[config.mk]
export PLATFORM = sky130hd
export DESIGN_NAME = spi_port
export DESIGN_NICKNAME = d
export VERILOG_FILES = /design/src/hw/spi_pkg.sv /design/src/hw/spi_shift_if.sv /design/src/hw/spi_rate_gen.sv /design/src/hw/spi_shifter.sv /design/src/hw/spi_port.sv
export VERILOG_INCLUDE_DIRS = /design/src /design/src/hw
export SDC_FILE = /design/constraint.sdc
export NUM_CORES = 1
export LEC_CHECK = 0
export BUFFER_PORTS_ARGS = -buffer_cell sky130_fd_sc_hd__buf_4
export CORE_MARGIN = 2
export CORE_UTILIZATION = 30
export DETAILED_ROUTE_END_ITERATION = 6
export GPL_ROUTABILITY_DRIVEN = 0
export REMOVE_ABC_BUFFERS = 1
export SYNTH_ARGS = -nofsm -noshare
export SYNTH_HDL_FRONTEND = slang
export SYNTH_SLANG_ARGS = --single-unit
[constraint.sdc]
create_clock -name clk -period 7.95 [get_ports clk]
set_clock_uncertainty 0.1 [all_clocks]
set_input_delay 1.1925 -clock clk [delete_from_list [all_inputs] [get_ports clk]]
set_output_delay 1.1925 -clock clk [all_outputs]
set_load 0.005 [all_outputs]
[src/hw/spi_port_params.svh]
// Register offsets, field positions, reset values and counts of the port.
`ifndef SPI_PORT_PARAMS_SVH
`define SPI_PORT_PARAMS_SVH

// ----------------------------------------------------------------
// Register byte offsets on the bus
// ----------------------------------------------------------------
`define OFS_CONTROL 8'h00
`define OFS_STATUS 8'h04
`define OFS_DATA 8'h08
`define OFS_DIRECTION 8'h0C
`define OFS_PORT 8'h10

// ----------------------------------------------------------------
// Control fields
// ----------------------------------------------------------------
`define CTL_IRQ_EN 7
`define CTL_ENABLE 6
`define CTL_OPEN_DRAIN 5
`define CTL_MASTER 4
`define CTL_CPOL 3
`define CTL_CPHA 2

// ----------------------------------------------------------------
// Status fields
// ----------------------------------------------------------------
`define STAT_DONE 7
`define STAT_WRITE_COLLISION_FLAG 6
`define STAT_MODE_FAULT_FLAG 4

// ----------------------------------------------------------------
// Reset values
// ----------------------------------------------------------------
`define CONTROL_RESET 8'h04
`define DIRECTION_RESET 8'h00
`define PORT_RESET 8'h00

// ----------------------------------------------------------------
// Serial clock divisors for each rate select value
// ----------------------------------------------------------------
`define DIV_RATE0 6'h02
`define DIV_RATE1 6'h04
`define DIV_RATE2 6'h10
`define DIV_RATE3 6'h20

// ----------------------------------------------------------------
// Transfer counts and pin positions
// ----------------------------------------------------------------
`define LAST_EDGE 5'h0F
`define LAST_SAMPLE 4'h7
`define PIN_MISO 0
`define PIN_MOSI 1
`define PIN_SCK 2
`define PIN_SS 3
`define DIR_MISO 2
`define DIR_MOSI 3
`define DIR_SCK 4
`define DIR_SS 5

`endif

[src/hw/spi_pkg.sv]
// Types shared by the serial port modules.
package spi_pkg;

    // ------------------------------------------------------------
    // Basic types
    // ------------------------------------------------------------
    typedef logic [7:0] byte_type;
    typedef logic [3:0] pin_vec_type;
    typedef logic [1:0] rate_type;
    typedef enum logic [1:0] {
        XFER_IDLE = 2'b00,
        XFER_ACTIVE = 2'b01
    } xfer_state_type;

    // ------------------------------------------------------------
    // Module state records
    // ------------------------------------------------------------
    typedef struct packed {
        logic [3:0] count;
    } rate_state_type;

    typedef struct packed {
        byte_type tx;
        byte_type rx;
    } shift_state_type;

    typedef struct packed {
        xfer_state_type state;
        byte_type ctrl;
        byte_type ddr;
        byte_type pdata;
        byte_type rx_buf;
        logic done;
        logic write_collision_flag;
        logic mode_fault_flag;
        logic done_arm;
        logic write_collision_flag_arm;
        logic mode_fault_flag_arm;
        logic [4:0] edges;
        logic sck_act;
        logic slave_clk_prev;
        logic sample_lag;
        logic done_lag;
        logic pready;
        logic pslverr;
        logic [31:0] prdata;
        pin_vec_type pin_out;
        pin_vec_type pin_oe;
        logic irq;
    } core_state_type;

endpackage: spi_pkg

[src/hw/spi_shift_if.sv]
// Link between the port control logic and its shift register.
interface spi_shift_if;
    import spi_pkg::*;
    logic load;
    byte_type load_byte;
    logic shift;
    logic sample;
    logic sample_bit;
    logic tx_bit;
    byte_type rx_byte;
    byte_type rx_shifted;
    modport core (
        output load, load_byte, shift, sample, sample_bit,
        input tx_bit, rx_byte, rx_shifted
    );
    modport shifter (
        input load, load_byte, shift, sample, sample_bit,
        output tx_bit, rx_byte, rx_shifted
    );
endinterface: spi_shift_if

[src/hw/spi_rate_gen.sv]
// Serial clock half-period tick generator for master mode.
`include "spi_port_params.svh"

module spi_rate_gen (
    input wire logic clk,
    input wire logic reset,
    input wire logic run,
    input wire spi_pkg::rate_type rate,
    output logic tick
);
    import spi_pkg::*;

    rate_state_type r;
    rate_state_type n;

    // Half of the divisor, less one, is the last count of a half period.
    function automatic logic [3:0] half_limit(input rate_type sel);
        logic [5:0] div;
        div = `DIV_RATE0;
        case (sel)
            2'b00: div = `DIV_RATE0;
            2'b01: div = `DIV_RATE1;
            2'b10: div = `DIV_RATE2;
            2'b11: div = `DIV_RATE3;
            default: div = `DIV_RATE0;
        endcase
        half_limit = 4'((div >> 1) - 6'h01);
    endfunction: half_limit

    // RULE6 divisor from rate
    assign tick = run && (r.count == half_limit(rate));

    // The count restarts whenever the master is idle, so every transfer
    // begins with a full half period before its first edge.
    always_comb begin
        n = r;
        if (!run || tick) begin
            n.count = 4'h0;
        end else begin
            n.count = r.count + 4'h1;
        end
    end

    always_ff @(posedge clk) begin
        if (reset) begin
            r <= '0;
        end else begin
            r <= n;
        end
    end

    property p_div4;
        @(posedge clk) disable iff (reset)
        ((run && rate == 2'b01 && tick) ##1 (run && rate == 2'b01)
            ##1 (run && rate == 2'b01)) |-> (tick && !$past(tick));
    endproperty
    a_div4: assert property (p_div4) // RULE6
        else $error("Divide by four tick spacing wrong.");

endmodule: spi_rate_gen

[src/hw/spi_shifter.sv]
// Transmit and receive shift registers of the serial port.
module spi_shifter (
    input wire logic clk,
    input wire logic reset,
    spi_shift_if.shifter link
);
    import spi_pkg::*;

    shift_state_type r;
    shift_state_type n;

    // Transmit shifts out MSB first; receive fills from the LSB side.
    always_comb begin
        n = r;
        if (link.load) begin
            n.tx = link.load_byte;
        end else if (link.shift) begin
            n.tx = {r.tx[6:0], 1'b0};
        end
        if (link.sample) begin
            n.rx = {r.rx[6:0], link.sample_bit};
        end
    end

    always_ff @(posedge clk) begin
        if (reset) begin
            r <= '0;
        end else begin
            r <= n;
        end
    end

    assign link.tx_bit = r.tx[7];
    assign link.rx_byte = r.rx;
    assign link.rx_shifted = {r.rx[6:0], link.sample_bit};

    property p_next_bit;
        @(posedge clk) disable iff (reset)
        (link.shift && !link.load) |=> (link.tx_bit == $past(r.tx[6]));
    endproperty
    a_next_bit: assert property (p_next_bit) // RULE4
        else $error("Next transmit bit not presented after shift.");

endmodule: spi_shifter

[src/hw/spi_port.sv]
// Serial peripheral port, master or slave, with an APB register slave.
//
// Operation
// RULE1: Output pins reach the serial logic only with their direction bit set.
// RULE2: Serial input pins are always inputs, whatever their direction bit.
// RULE3: Unselected slave keeps its MISO driver off.
// RULE4: Master presents each MOSI bit half a clock before its sample edge.
// RULE5: One transfer exchanges one byte each way in eight clock cycles.
// RULE6: Master clock divides bus clock by 2, 4, 16 or 32.
// RULE7: External master holds slave select low for the whole transfer.
// RULE8: Master sets mode fault when its select input goes low.
// RULE9: Master with direction bit 5 set uses select as output, no fault.
// RULE10: Mode fault clears master bit and four direction bits.
// RULE11: Phase 0 shift clock is select ORed with serial clock.
// RULE12: Select may stay low continuously only with phase 1.
// RULE13: Data write during a transfer flags collision and is dropped.
// RULE14: Master starts on data write, ends when complete flag sets.
// RULE15: Phase 0 slave completes mid eighth cycle, busy until select rises.
// RULE16: Phase 1 slave starts on first clock edge, ends at completion.
// RULE17: Interrupt on complete or fault when enabled and not masked.
// RULE18: Enable bit dedicates the four port pins to the serial function.
// RULE19: Open-drain bit makes port outputs open-drain, else push-pull.
// RULE20: Master bit one selects master, zero selects slave.
// RULE21: Idle master clock sits at the polarity bit level.
// RULE22: Complete flag clears by status read then data access.
// RULE23: Collision flag clears by status read then data access.
// RULE24: Mode fault clears by status read then control write.
// RULE25: A byte finishing over an unread one is discarded.
`include "spi_port_params.svh"

module spi_port (
    input wire logic clk,
    input wire logic reset,
    input wire logic psel,
    input wire logic penable,
    input wire logic pwrite,
    input wire logic [7:0] paddr,
    input wire logic [31:0] pwdata,
    output logic [31:0] prdata,
    output logic pready,
    output logic pslverr,
    input wire spi_pkg::pin_vec_type serial_pin_in,
    output spi_pkg::pin_vec_type serial_pin_out,
    output spi_pkg::pin_vec_type serial_pin_oe,
    input wire logic cpu_irq_mask,
    output logic irq
);
    import spi_pkg::*;

    localparam core_state_type CORE_RESET = '{
        state: XFER_IDLE,
        ctrl: `CONTROL_RESET,
        ddr: `DIRECTION_RESET,
        pdata: `PORT_RESET,
        default: '0
    };

    core_state_type r;
    core_state_type n;
    spi_shift_if shift_link ();
    logic tick;
    logic enable, master, cpol, cpha, wom, ss_in, slave_sel, slave_clk;
    logic lead, edge_now, sample_now, shift_now, last_edge, complete;
    logic in_progress, fault, acc, acc_wr, acc_rd, setup, sample_edge;
    pin_vec_type drv, val;

    // ------------------------------------------------------------
    // Sub-blocks
    // ------------------------------------------------------------
    spi_rate_gen rate_gen (
        .clk(clk),
        .reset(reset),
        .run(r.state == XFER_ACTIVE),
        .rate(r.ctrl[1:0]),
        .tick(tick)
    );

    spi_shifter shifter (
        .clk(clk),
        .reset(reset),
        .link(shift_link)
    );

    // ------------------------------------------------------------
    // Decode of mode and transfer events
    // ------------------------------------------------------------
    // Control bits; master bit selects the role.
    // RULE20 role select
    assign master = r.ctrl[`CTL_MASTER];
    assign enable = r.ctrl[`CTL_ENABLE];
    assign cpol = r.ctrl[`CTL_CPOL];
    assign cpha = r.ctrl[`CTL_CPHA];
    assign wom = r.ctrl[`CTL_OPEN_DRAIN];
    assign ss_in = serial_pin_in[`PIN_SS];
    assign slave_sel = enable && !master && !ss_in;

    // Slave shift clock in active-high sense; with phase 0 a high
    // select holds it at the idle level, which with polarity 1 is the OR of the pins.
    // RULE11 select gates clock
    assign slave_clk = ((serial_pin_in[`PIN_SCK] ^ cpol) == 1'b1)
                       && !(!cpha && ss_in);

    // Edges alternate leading and trailing; an edge of the wrong kind
    // (such as select falling under phase 0) is not counted.
    assign lead = !r.edges[0];
    assign edge_now = master ? (r.state == XFER_ACTIVE && tick
                                && !r.done_lag)
                             : (slave_sel && slave_clk != r.slave_clk_prev
                                && slave_clk == lead);
    // Phase 0 samples on leading edges, phase 1 on trailing ones. The
    // master samples a cycle late, when its registered SCK pin moves, so
    // a slave that changes MISO on the opposite edge is never raced.
    // RULE4 sample and shift
    assign sample_edge = edge_now && (lead != cpha);
    assign sample_now = master ? r.sample_lag : sample_edge;
    assign shift_now = edge_now && (lead == cpha) && (r.edges != 5'h00);
    assign last_edge = edge_now && (r.edges == `LAST_EDGE);

    // Master completes a cycle after its sixteenth edge, with its last
    // sample in; slave on its eighth sample.
    // RULE5 byte length
    // RULE15 slave completion
    assign complete = master ? r.done_lag
                    : (sample_now && r.edges[4:1] == `LAST_SAMPLE);

    // RULE16 phase 1 busy span
    assign in_progress = master ? (r.state == XFER_ACTIVE)
                       : (cpha ? (r.edges != 5'h00) : slave_sel);

    // RULE8 master select watch
    // RULE9 fault inhibit
    assign fault = enable && master && !r.ddr[`DIR_SS] && !ss_in;

    assign setup = psel && penable && !r.pready;
    assign acc = psel && penable && r.pready;
    assign acc_wr = acc && pwrite;
    assign acc_rd = acc && !pwrite;

    // ------------------------------------------------------------
    // Next state
    // ------------------------------------------------------------
    // Bus answers, flag sequences, transfer engine and pins, in order of
    // priority; later assignments win, so hardware sets beat clears.
    always_comb begin
        n = r;
        drv = r.ddr[5:2];
        val = r.pdata[5:2];
        shift_link.load = 1'b0;
        shift_link.load_byte = pwdata[7:0];
        shift_link.shift = shift_now;
        shift_link.sample = sample_now;
        shift_link.sample_bit = master ? serial_pin_in[`PIN_MISO]
                                       : serial_pin_in[`PIN_MOSI];
        n.slave_clk_prev = slave_clk;
        n.sample_lag = master && sample_edge;
        n.done_lag = master && last_edge;

        // One wait state lets read data come from a flip-flop.
        n.pready = setup;
        n.pslverr = 1'b0;
        n.prdata = 32'h00000000;
        if (setup) begin
            case (paddr)
                `OFS_CONTROL: n.prdata[7:0] = r.ctrl;
                `OFS_STATUS: n.prdata[7:0] = {r.done, r.write_collision_flag, 1'b0,
                                              r.mode_fault_flag, 4'h0};
                `OFS_DATA: n.prdata[7:0] = r.rx_buf;
                `OFS_DIRECTION: n.prdata[7:0] = r.ddr;
                `OFS_PORT: n.prdata[7:0] = {r.pdata[7:6],
                                            serial_pin_in, r.pdata[1:0]};
                default: n.pslverr = 1'b1;
            endcase
        end

        // Arm each clear with the flag value software actually saw.
        if (acc_rd && paddr == `OFS_STATUS) begin
            n.done_arm = r.prdata[`STAT_DONE];
            n.write_collision_flag_arm = r.prdata[`STAT_WRITE_COLLISION_FLAG];
            n.mode_fault_flag_arm = r.prdata[`STAT_MODE_FAULT_FLAG];
        end
        // RULE22 complete flag clear
        // RULE23 collision flag clear
        if (acc && paddr == `OFS_DATA) begin
            if (r.done_arm) begin
                n.done = 1'b0;
                n.done_arm = 1'b0;
            end
            if (r.write_collision_flag_arm) begin
                n.write_collision_flag = 1'b0;
                n.write_collision_flag_arm = 1'b0;
            end
        end

        // Register writes take effect at the completing edge only.
        if (acc_wr) begin
            case (paddr)
                `OFS_CONTROL: begin
                    n.ctrl = pwdata[7:0];
                    // RULE24 fault flag clear
                    if (r.mode_fault_flag_arm) begin
                        n.mode_fault_flag = 1'b0;
                        n.mode_fault_flag_arm = 1'b0;
                    end
                end
                `OFS_DIRECTION: n.ddr = pwdata[7:0];
                `OFS_PORT: n.pdata = pwdata[7:0];
                `OFS_DATA: begin
                    // RULE13 collision drops write
                    if (in_progress) begin
                        n.write_collision_flag = 1'b1;
                    // RULE22 locked until read
                    end else if (!r.done || r.done_arm) begin
                        shift_link.load = 1'b1;
                        // RULE14 write starts master
                        if (enable && master) begin
                            n.state = XFER_ACTIVE;
                            n.edges = 5'h00;
                        end
                    end
                end
                default: n.ctrl = r.ctrl;
            endcase
        end

        // Transfer engine.
        if (edge_now) begin
            n.edges = last_edge ? 5'h00 : (r.edges + 5'h01);
            if (master) begin
                n.sck_act = !r.sck_act;
            end
        end
        // A dropped select resets the slave bit count.
        if (!master && !slave_sel) begin
            n.edges = 5'h00;
        end
        if (r.state == XFER_ACTIVE && (!enable || !master)) begin
            n.state = XFER_IDLE;
            n.done_lag = 1'b0;
            n.edges = 5'h00;
            n.sck_act = 1'b0;
        end
        if (complete) begin
            n.done = 1'b1;
            // RULE25 keep unread byte
            if (!r.done) begin
                n.rx_buf = sample_now ? shift_link.rx_shifted
                                      : shift_link.rx_byte;
            end
            if (master) begin
                n.state = XFER_IDLE;
            end
        end

        // Fault turns off every serial driver; it wins over a control
        // write in the same cycle so a contended bus is released at once.
        // RULE10 drivers off on fault
        if (fault) begin
            n.mode_fault_flag = 1'b1;
            n.done_lag = 1'b0;
            n.ctrl[`CTL_MASTER] = 1'b0;
            n.ddr[5:2] = 4'h0;
            n.state = XFER_IDLE;
            n.edges = 5'h00;
            n.sck_act = 1'b0;
        end

        // RULE17 masked interrupt
        n.irq = r.ctrl[`CTL_IRQ_EN] && !cpu_irq_mask && (r.done || r.mode_fault_flag);

        // Pin drivers; with the port disabled the pins are plain port
        // bits. Serial inputs never drive.
        // RULE18 pins dedicated
        // RULE1 direction gates outputs
        // RULE2 inputs forced
        if (enable) begin
            // RULE3 slave output off
            drv[`PIN_MISO] = !master && !ss_in && r.ddr[`DIR_MISO];
            val[`PIN_MISO] = shift_link.tx_bit;
            drv[`PIN_MOSI] = master && r.ddr[`DIR_MOSI];
            val[`PIN_MOSI] = shift_link.tx_bit;
            // RULE21 idle clock level
            drv[`PIN_SCK] = master && r.ddr[`DIR_SCK];
            val[`PIN_SCK] = cpol ^ r.sck_act;
            // RULE9 select as output
            drv[`PIN_SS] = master && r.ddr[`DIR_SS];
            val[`PIN_SS] = r.pdata[`DIR_SS];
        end
        // RULE19 open-drain drives low only
        n.pin_out = val;
        n.pin_oe = drv & (~{4{wom}} | ~val);
    end

    always_ff @(posedge clk) begin
        if (reset) begin
            r <= CORE_RESET;
        end else begin
            r <= n;
        end
    end

    // ------------------------------------------------------------
    // Outputs
    // ------------------------------------------------------------
    assign prdata = r.prdata;
    assign pready = r.pready;
    assign pslverr = r.pslverr;
    assign serial_pin_out = r.pin_out;
    assign serial_pin_oe = r.pin_oe;
    assign irq = r.irq;

    // ------------------------------------------------------------
    // Checks
    // ------------------------------------------------------------
    property p_miso_off;
        @(posedge clk) disable iff (reset)
        (enable && !master && ss_in) |=> !serial_pin_oe[`PIN_MISO];
    endproperty
    a_miso_off: assert property (p_miso_off) // RULE3
        else $error("Unselected slave drives MISO.");

    property p_mode_fault_flag_set;
        @(posedge clk) disable iff (reset)
        fault |=> r.mode_fault_flag;
    endproperty
    a_mode_fault_flag_set: assert property (p_mode_fault_flag_set) // RULE8
        else $error("Mode fault flag not set.");

    property p_fault_release;
        @(posedge clk) disable iff (reset)
        fault |=> (!master && r.ddr[5:2] == 4'h0) ##1 serial_pin_oe == 4'h0;
    endproperty
    a_fault_release: assert property (p_fault_release) // RULE10
        else $error("Drivers still on after mode fault.");

    property p_ss_output;
        @(posedge clk) disable iff (reset)
        (enable && master && r.ddr[`DIR_SS] && !r.mode_fault_flag) |=> !r.mode_fault_flag;
    endproperty
    a_ss_output: assert property (p_ss_output) // RULE9
        else $error("Mode fault raised with select as output.");

    property p_collision;
        @(posedge clk) disable iff (reset)
        (acc_wr && paddr == `OFS_DATA && in_progress && !complete && !fault)
            |=> (r.write_collision_flag && r.state == $past(r.state));
    endproperty
    a_collision: assert property (p_collision) // RULE13
        else $error("Collision not flagged or transfer disturbed.");

    property p_locked;
        @(posedge clk) disable iff (reset)
        (acc_wr && paddr == `OFS_DATA && r.done && !r.done_arm
            && !in_progress && !complete) |=> (r.done && $stable(r.state));
    endproperty
    a_locked: assert property (p_locked) // RULE22
        else $error("Data write accepted before status read.");

    property p_irq;
        @(posedge clk) disable iff (reset)
        !$past(reset) |-> (irq == $past(r.ctrl[`CTL_IRQ_EN] && !cpu_irq_mask
                                         && (r.done || r.mode_fault_flag)));
    endproperty
    a_irq: assert property (p_irq) // RULE17
        else $error("Interrupt output does not follow flags and masks.");

    property p_sck_idle;
        @(posedge clk) disable iff (reset)
        (enable && master && r.state == XFER_IDLE && !r.sck_act)
            |=> serial_pin_out[`PIN_SCK] == $past(cpol);
    endproperty
    a_sck_idle: assert property (p_sck_idle) // RULE21
        else $error("Idle serial clock not at polarity level.");

    property p_slave_eighth;
        @(posedge clk) disable iff (reset)
        (!master && !cpha && sample_now && r.edges == 5'h0E) |=> r.done;
    endproperty
    a_slave_eighth: assert property (p_slave_eighth) // RULE15
        else $error("Slave did not complete at eighth sample.");

    property p_master_end;
        @(posedge clk) disable iff (reset)
        (master && last_edge && !fault) ##1 (master && !fault)
            |=> (r.state == XFER_IDLE && r.done && r.edges == 5'h00);
    endproperty
    a_master_end: assert property (p_master_end) // RULE5
        else $error("Master did not end after sixteen edges.");

    property p_keep_first;
        @(posedge clk) disable iff (reset)
        (complete && r.done) |=> $stable(r.rx_buf);
    endproperty
    a_keep_first: assert property (p_keep_first) // RULE25
        else $error("Unread receive byte overwritten.");

endmodule: spi_port

==> results.md <==
- Status: finished, final reports clean
- Hold endpoint: r[91]
- Routed wire length: 9330 um
- Layout cell share with drive strength beyond 1: 15.4%
- Reg2Reg Setup Slack: 4.63 ns
- Nets: 523
- P_leak: 1.65 nW
- CTS tree: yes
- Max-slew headroom: 47.4%
- Min cycle time layout: 3.61 ns
- Fill cell count: 1,338
- Commonest register cell after synthesis: dfxtp_1
- CP Data Arrival Time: 3.71 ns
- Seq cells post-synth: 88
- Post-CTS Hold Fix Bufs: 0
- First-pass GRT wire length: 14,900 um
- Reg2reg end: r[60]
- Peak Freq: 0.277 GHz
- Area after DPL: 4320 sq um
- Post-synth EDFFs: 0
- Max IR drop VDD: 0.000101 V
- Initial drt markers: 289
- # rows: 42
- Synth Cell Area: 4070 sq um
- Total GRT Usage: 13.1%
- Clock slew seen by the registers of the worst setup and hold paths: 0.06 ns
- Post-synth top area cell: dfxtp_1
- Most common cell after layout, fill and taps aside: dfxtp_1
- Mapped Cells: 452
- Async SR Flop Fraction: 0%
- Final hold slack: 0.350 ns
- H-tree depth: 3
- Die Span Y: 120 um
- Number of distinct library cells after synthesis: 50
- Vias: 3,199
- Seq/Total Area, Yosys: 43.3%
- Final period util: 45.4%
- Synthesized area per cell: 8.99 sq um
- Port buffer count: 44
- Cells on worst reg2reg path: 8
- CP Launch Type: input pin
- Worst R2R Start: r[82]
- Initial Utilization: 30.7%
- P&R area growth vs syn: 14.4%
- Max-cap violations: 0
- Worst slew pin tran: 0.778 ns
- Min-delay src: r[91]
- Pre-antenna DRT Iters: 5
- Vias per cell: 4.92
- Final slew viol count: 0
- CTS root buf: clkbuf_16
- Die X: 120 um
- Post-cts resize count: 0
- Worst Slack Setup Final: 4.34 ns
- YS warnings: 0
- WL per Instance: 14.4 um
- PD cells: 200 nW/um^2
- Top post-synthesis cells by area: dfxtp_1 43%, buf_4 7.8%, mux2i_1 7.4%
- Num CTS Buffers: 9
- Setup total negative slack: 0 ns
- Final Hold Viols: 0
- Hpwl dp: 6780 um
- Worst EP required: 8.05 ns
- RSZ-0062 raised after global routing: no
- Clock latency on the worst-skew pair: 0.34 ns
- I/O pin count: 93
- Number of clock sinks: 88
- Placed insts: 634
- Hold Path Depth: 2
- Post-CTS Setup Bufs: 0
- HP Class: reg -> reg
- Overflow after GRT: 0
- Most frequent cells in the layout: 88 x dfxtp_1, 47 x nor2_1, 46 x buf_4
- Ant. Diodes: 0
- Die area: 14,500 sq um
- Area occupied by multi-input gates: 1950 sq um
- Worst Setup End Kind: flip-flop
- Final ANT Viol Nets: 0
- Final cell count without fillers: 650
- Fin area: 4650 sq um
- Sequential cell area: 1760 sq um
- Crit path kind: in -> reg
- Core area: 13,200 sq um
- Initial antenna violation count: 0
- Worst-case clock buffer depth: 2
- Largest net degree at the start of global routing: 62
- Endpoints failing setup: 0
- Residual DRC count: 0
- DP Worst Slack: 4.02 ns
- Synth top area share: 43.3%
- Vias in the first global route: 2,942
- Critical path peak fanout: 17
-- per-stage QoR --
stage,power [W],util (%)
floorplan,0.000459,-
global placement,0.000479,32.6
detailed placement,0.000480,32.6
CTS,0.000940,35.1
global route,0.000960,35.1
finish,0.000929,35.1
-- state kept, by name (all words and copies together) (netlist names), 4 cells and up --
| signal | cells |
|---|---|
| prdata | 8 |
| r | 45 |
| rate_gen.r | 4 |
| serial_pin_oe | 4 |
| serial_pin_out | 4 |
| shifter.link.rx_byte | 8 |
| shifter.r | 7 |
-- per-layer routing --
layer  track usage (%)  vias up  wire (um)
met1              16.4     1538       4140
met2              21.7       92       4580
met5                 0        -          0
li1                  -     1558          -
met4              4.94        0        131
met3              3.40       11        478
-- cells in the mapped netlist (all sizes together), types with 5 or more instances --
cell,n
inv,12
and2,7
a21oi,31
nor2,47
o21ai,9
buf,44
xnor2,6
xor2,5
mux2i,31
clkbuf,19
nor3,17
a211oi,17
a222oi,8
nor2b,5
nand3,14
nand2,38
a22oi,5
dfxtp,88
-- where the power goes --
group | internal [W] | leakage (nW) | switching (W)
Sequential | 0.000442 | 0.709 | 0.000000373
Clock | 0.000292 | 0.165 | 0.000167
Combinational | 0.0000109 | 0.780 | 0.0000174
Total | 0.000744 | 1.65 | 0.000185
-- cells by family after synthesis --
logic type      synth area share, %
xor+xnor                       2.37
buf+inv                        10.9
compound gates                 14.5
mux                            8.00
simple gates                   19.6
other cells                  0.0922
fa+ha+maj                      1.23
flops                          43.3
-- how the worst max path moves through the flow --
stage / from / end / slack, ns / cells after the start
after global placement: paddr[5] / r[81] / 4.05 / 7
after detailed placement: paddr[5] / r[74] / 4.02 / 7
after CTS: paddr[5] / r[74] / 4.35 / 7
after floorplan: paddr[5] / r[66] / 4.61 / 5
final: paddr[5] / r[74] / 4.34 / 7
after global routing: paddr[5] / r[75] / 4.16 / 7
-- worst max-delay path: stages --
cell,delay [ns]
buf_4,0.11
or4_1,0.60
nor3_1,0.57
and3_1,0.67
nand2_1,0.35
nand2_1,0.14
a21oi_1,0.07
-- final cells by class --
cell class | instances | area share [%]
multi-input cells | 312 | 41.9
repair buffers | 46 | 7.42
clock buffers | 11 | 5.43
well taps | 176 | 4.73
inverters | 12 | 0.968
clock inverters | 5 | 1.69
flip-flops and latches | 88 | 37.9
Power figures use the tool's default switching activity.
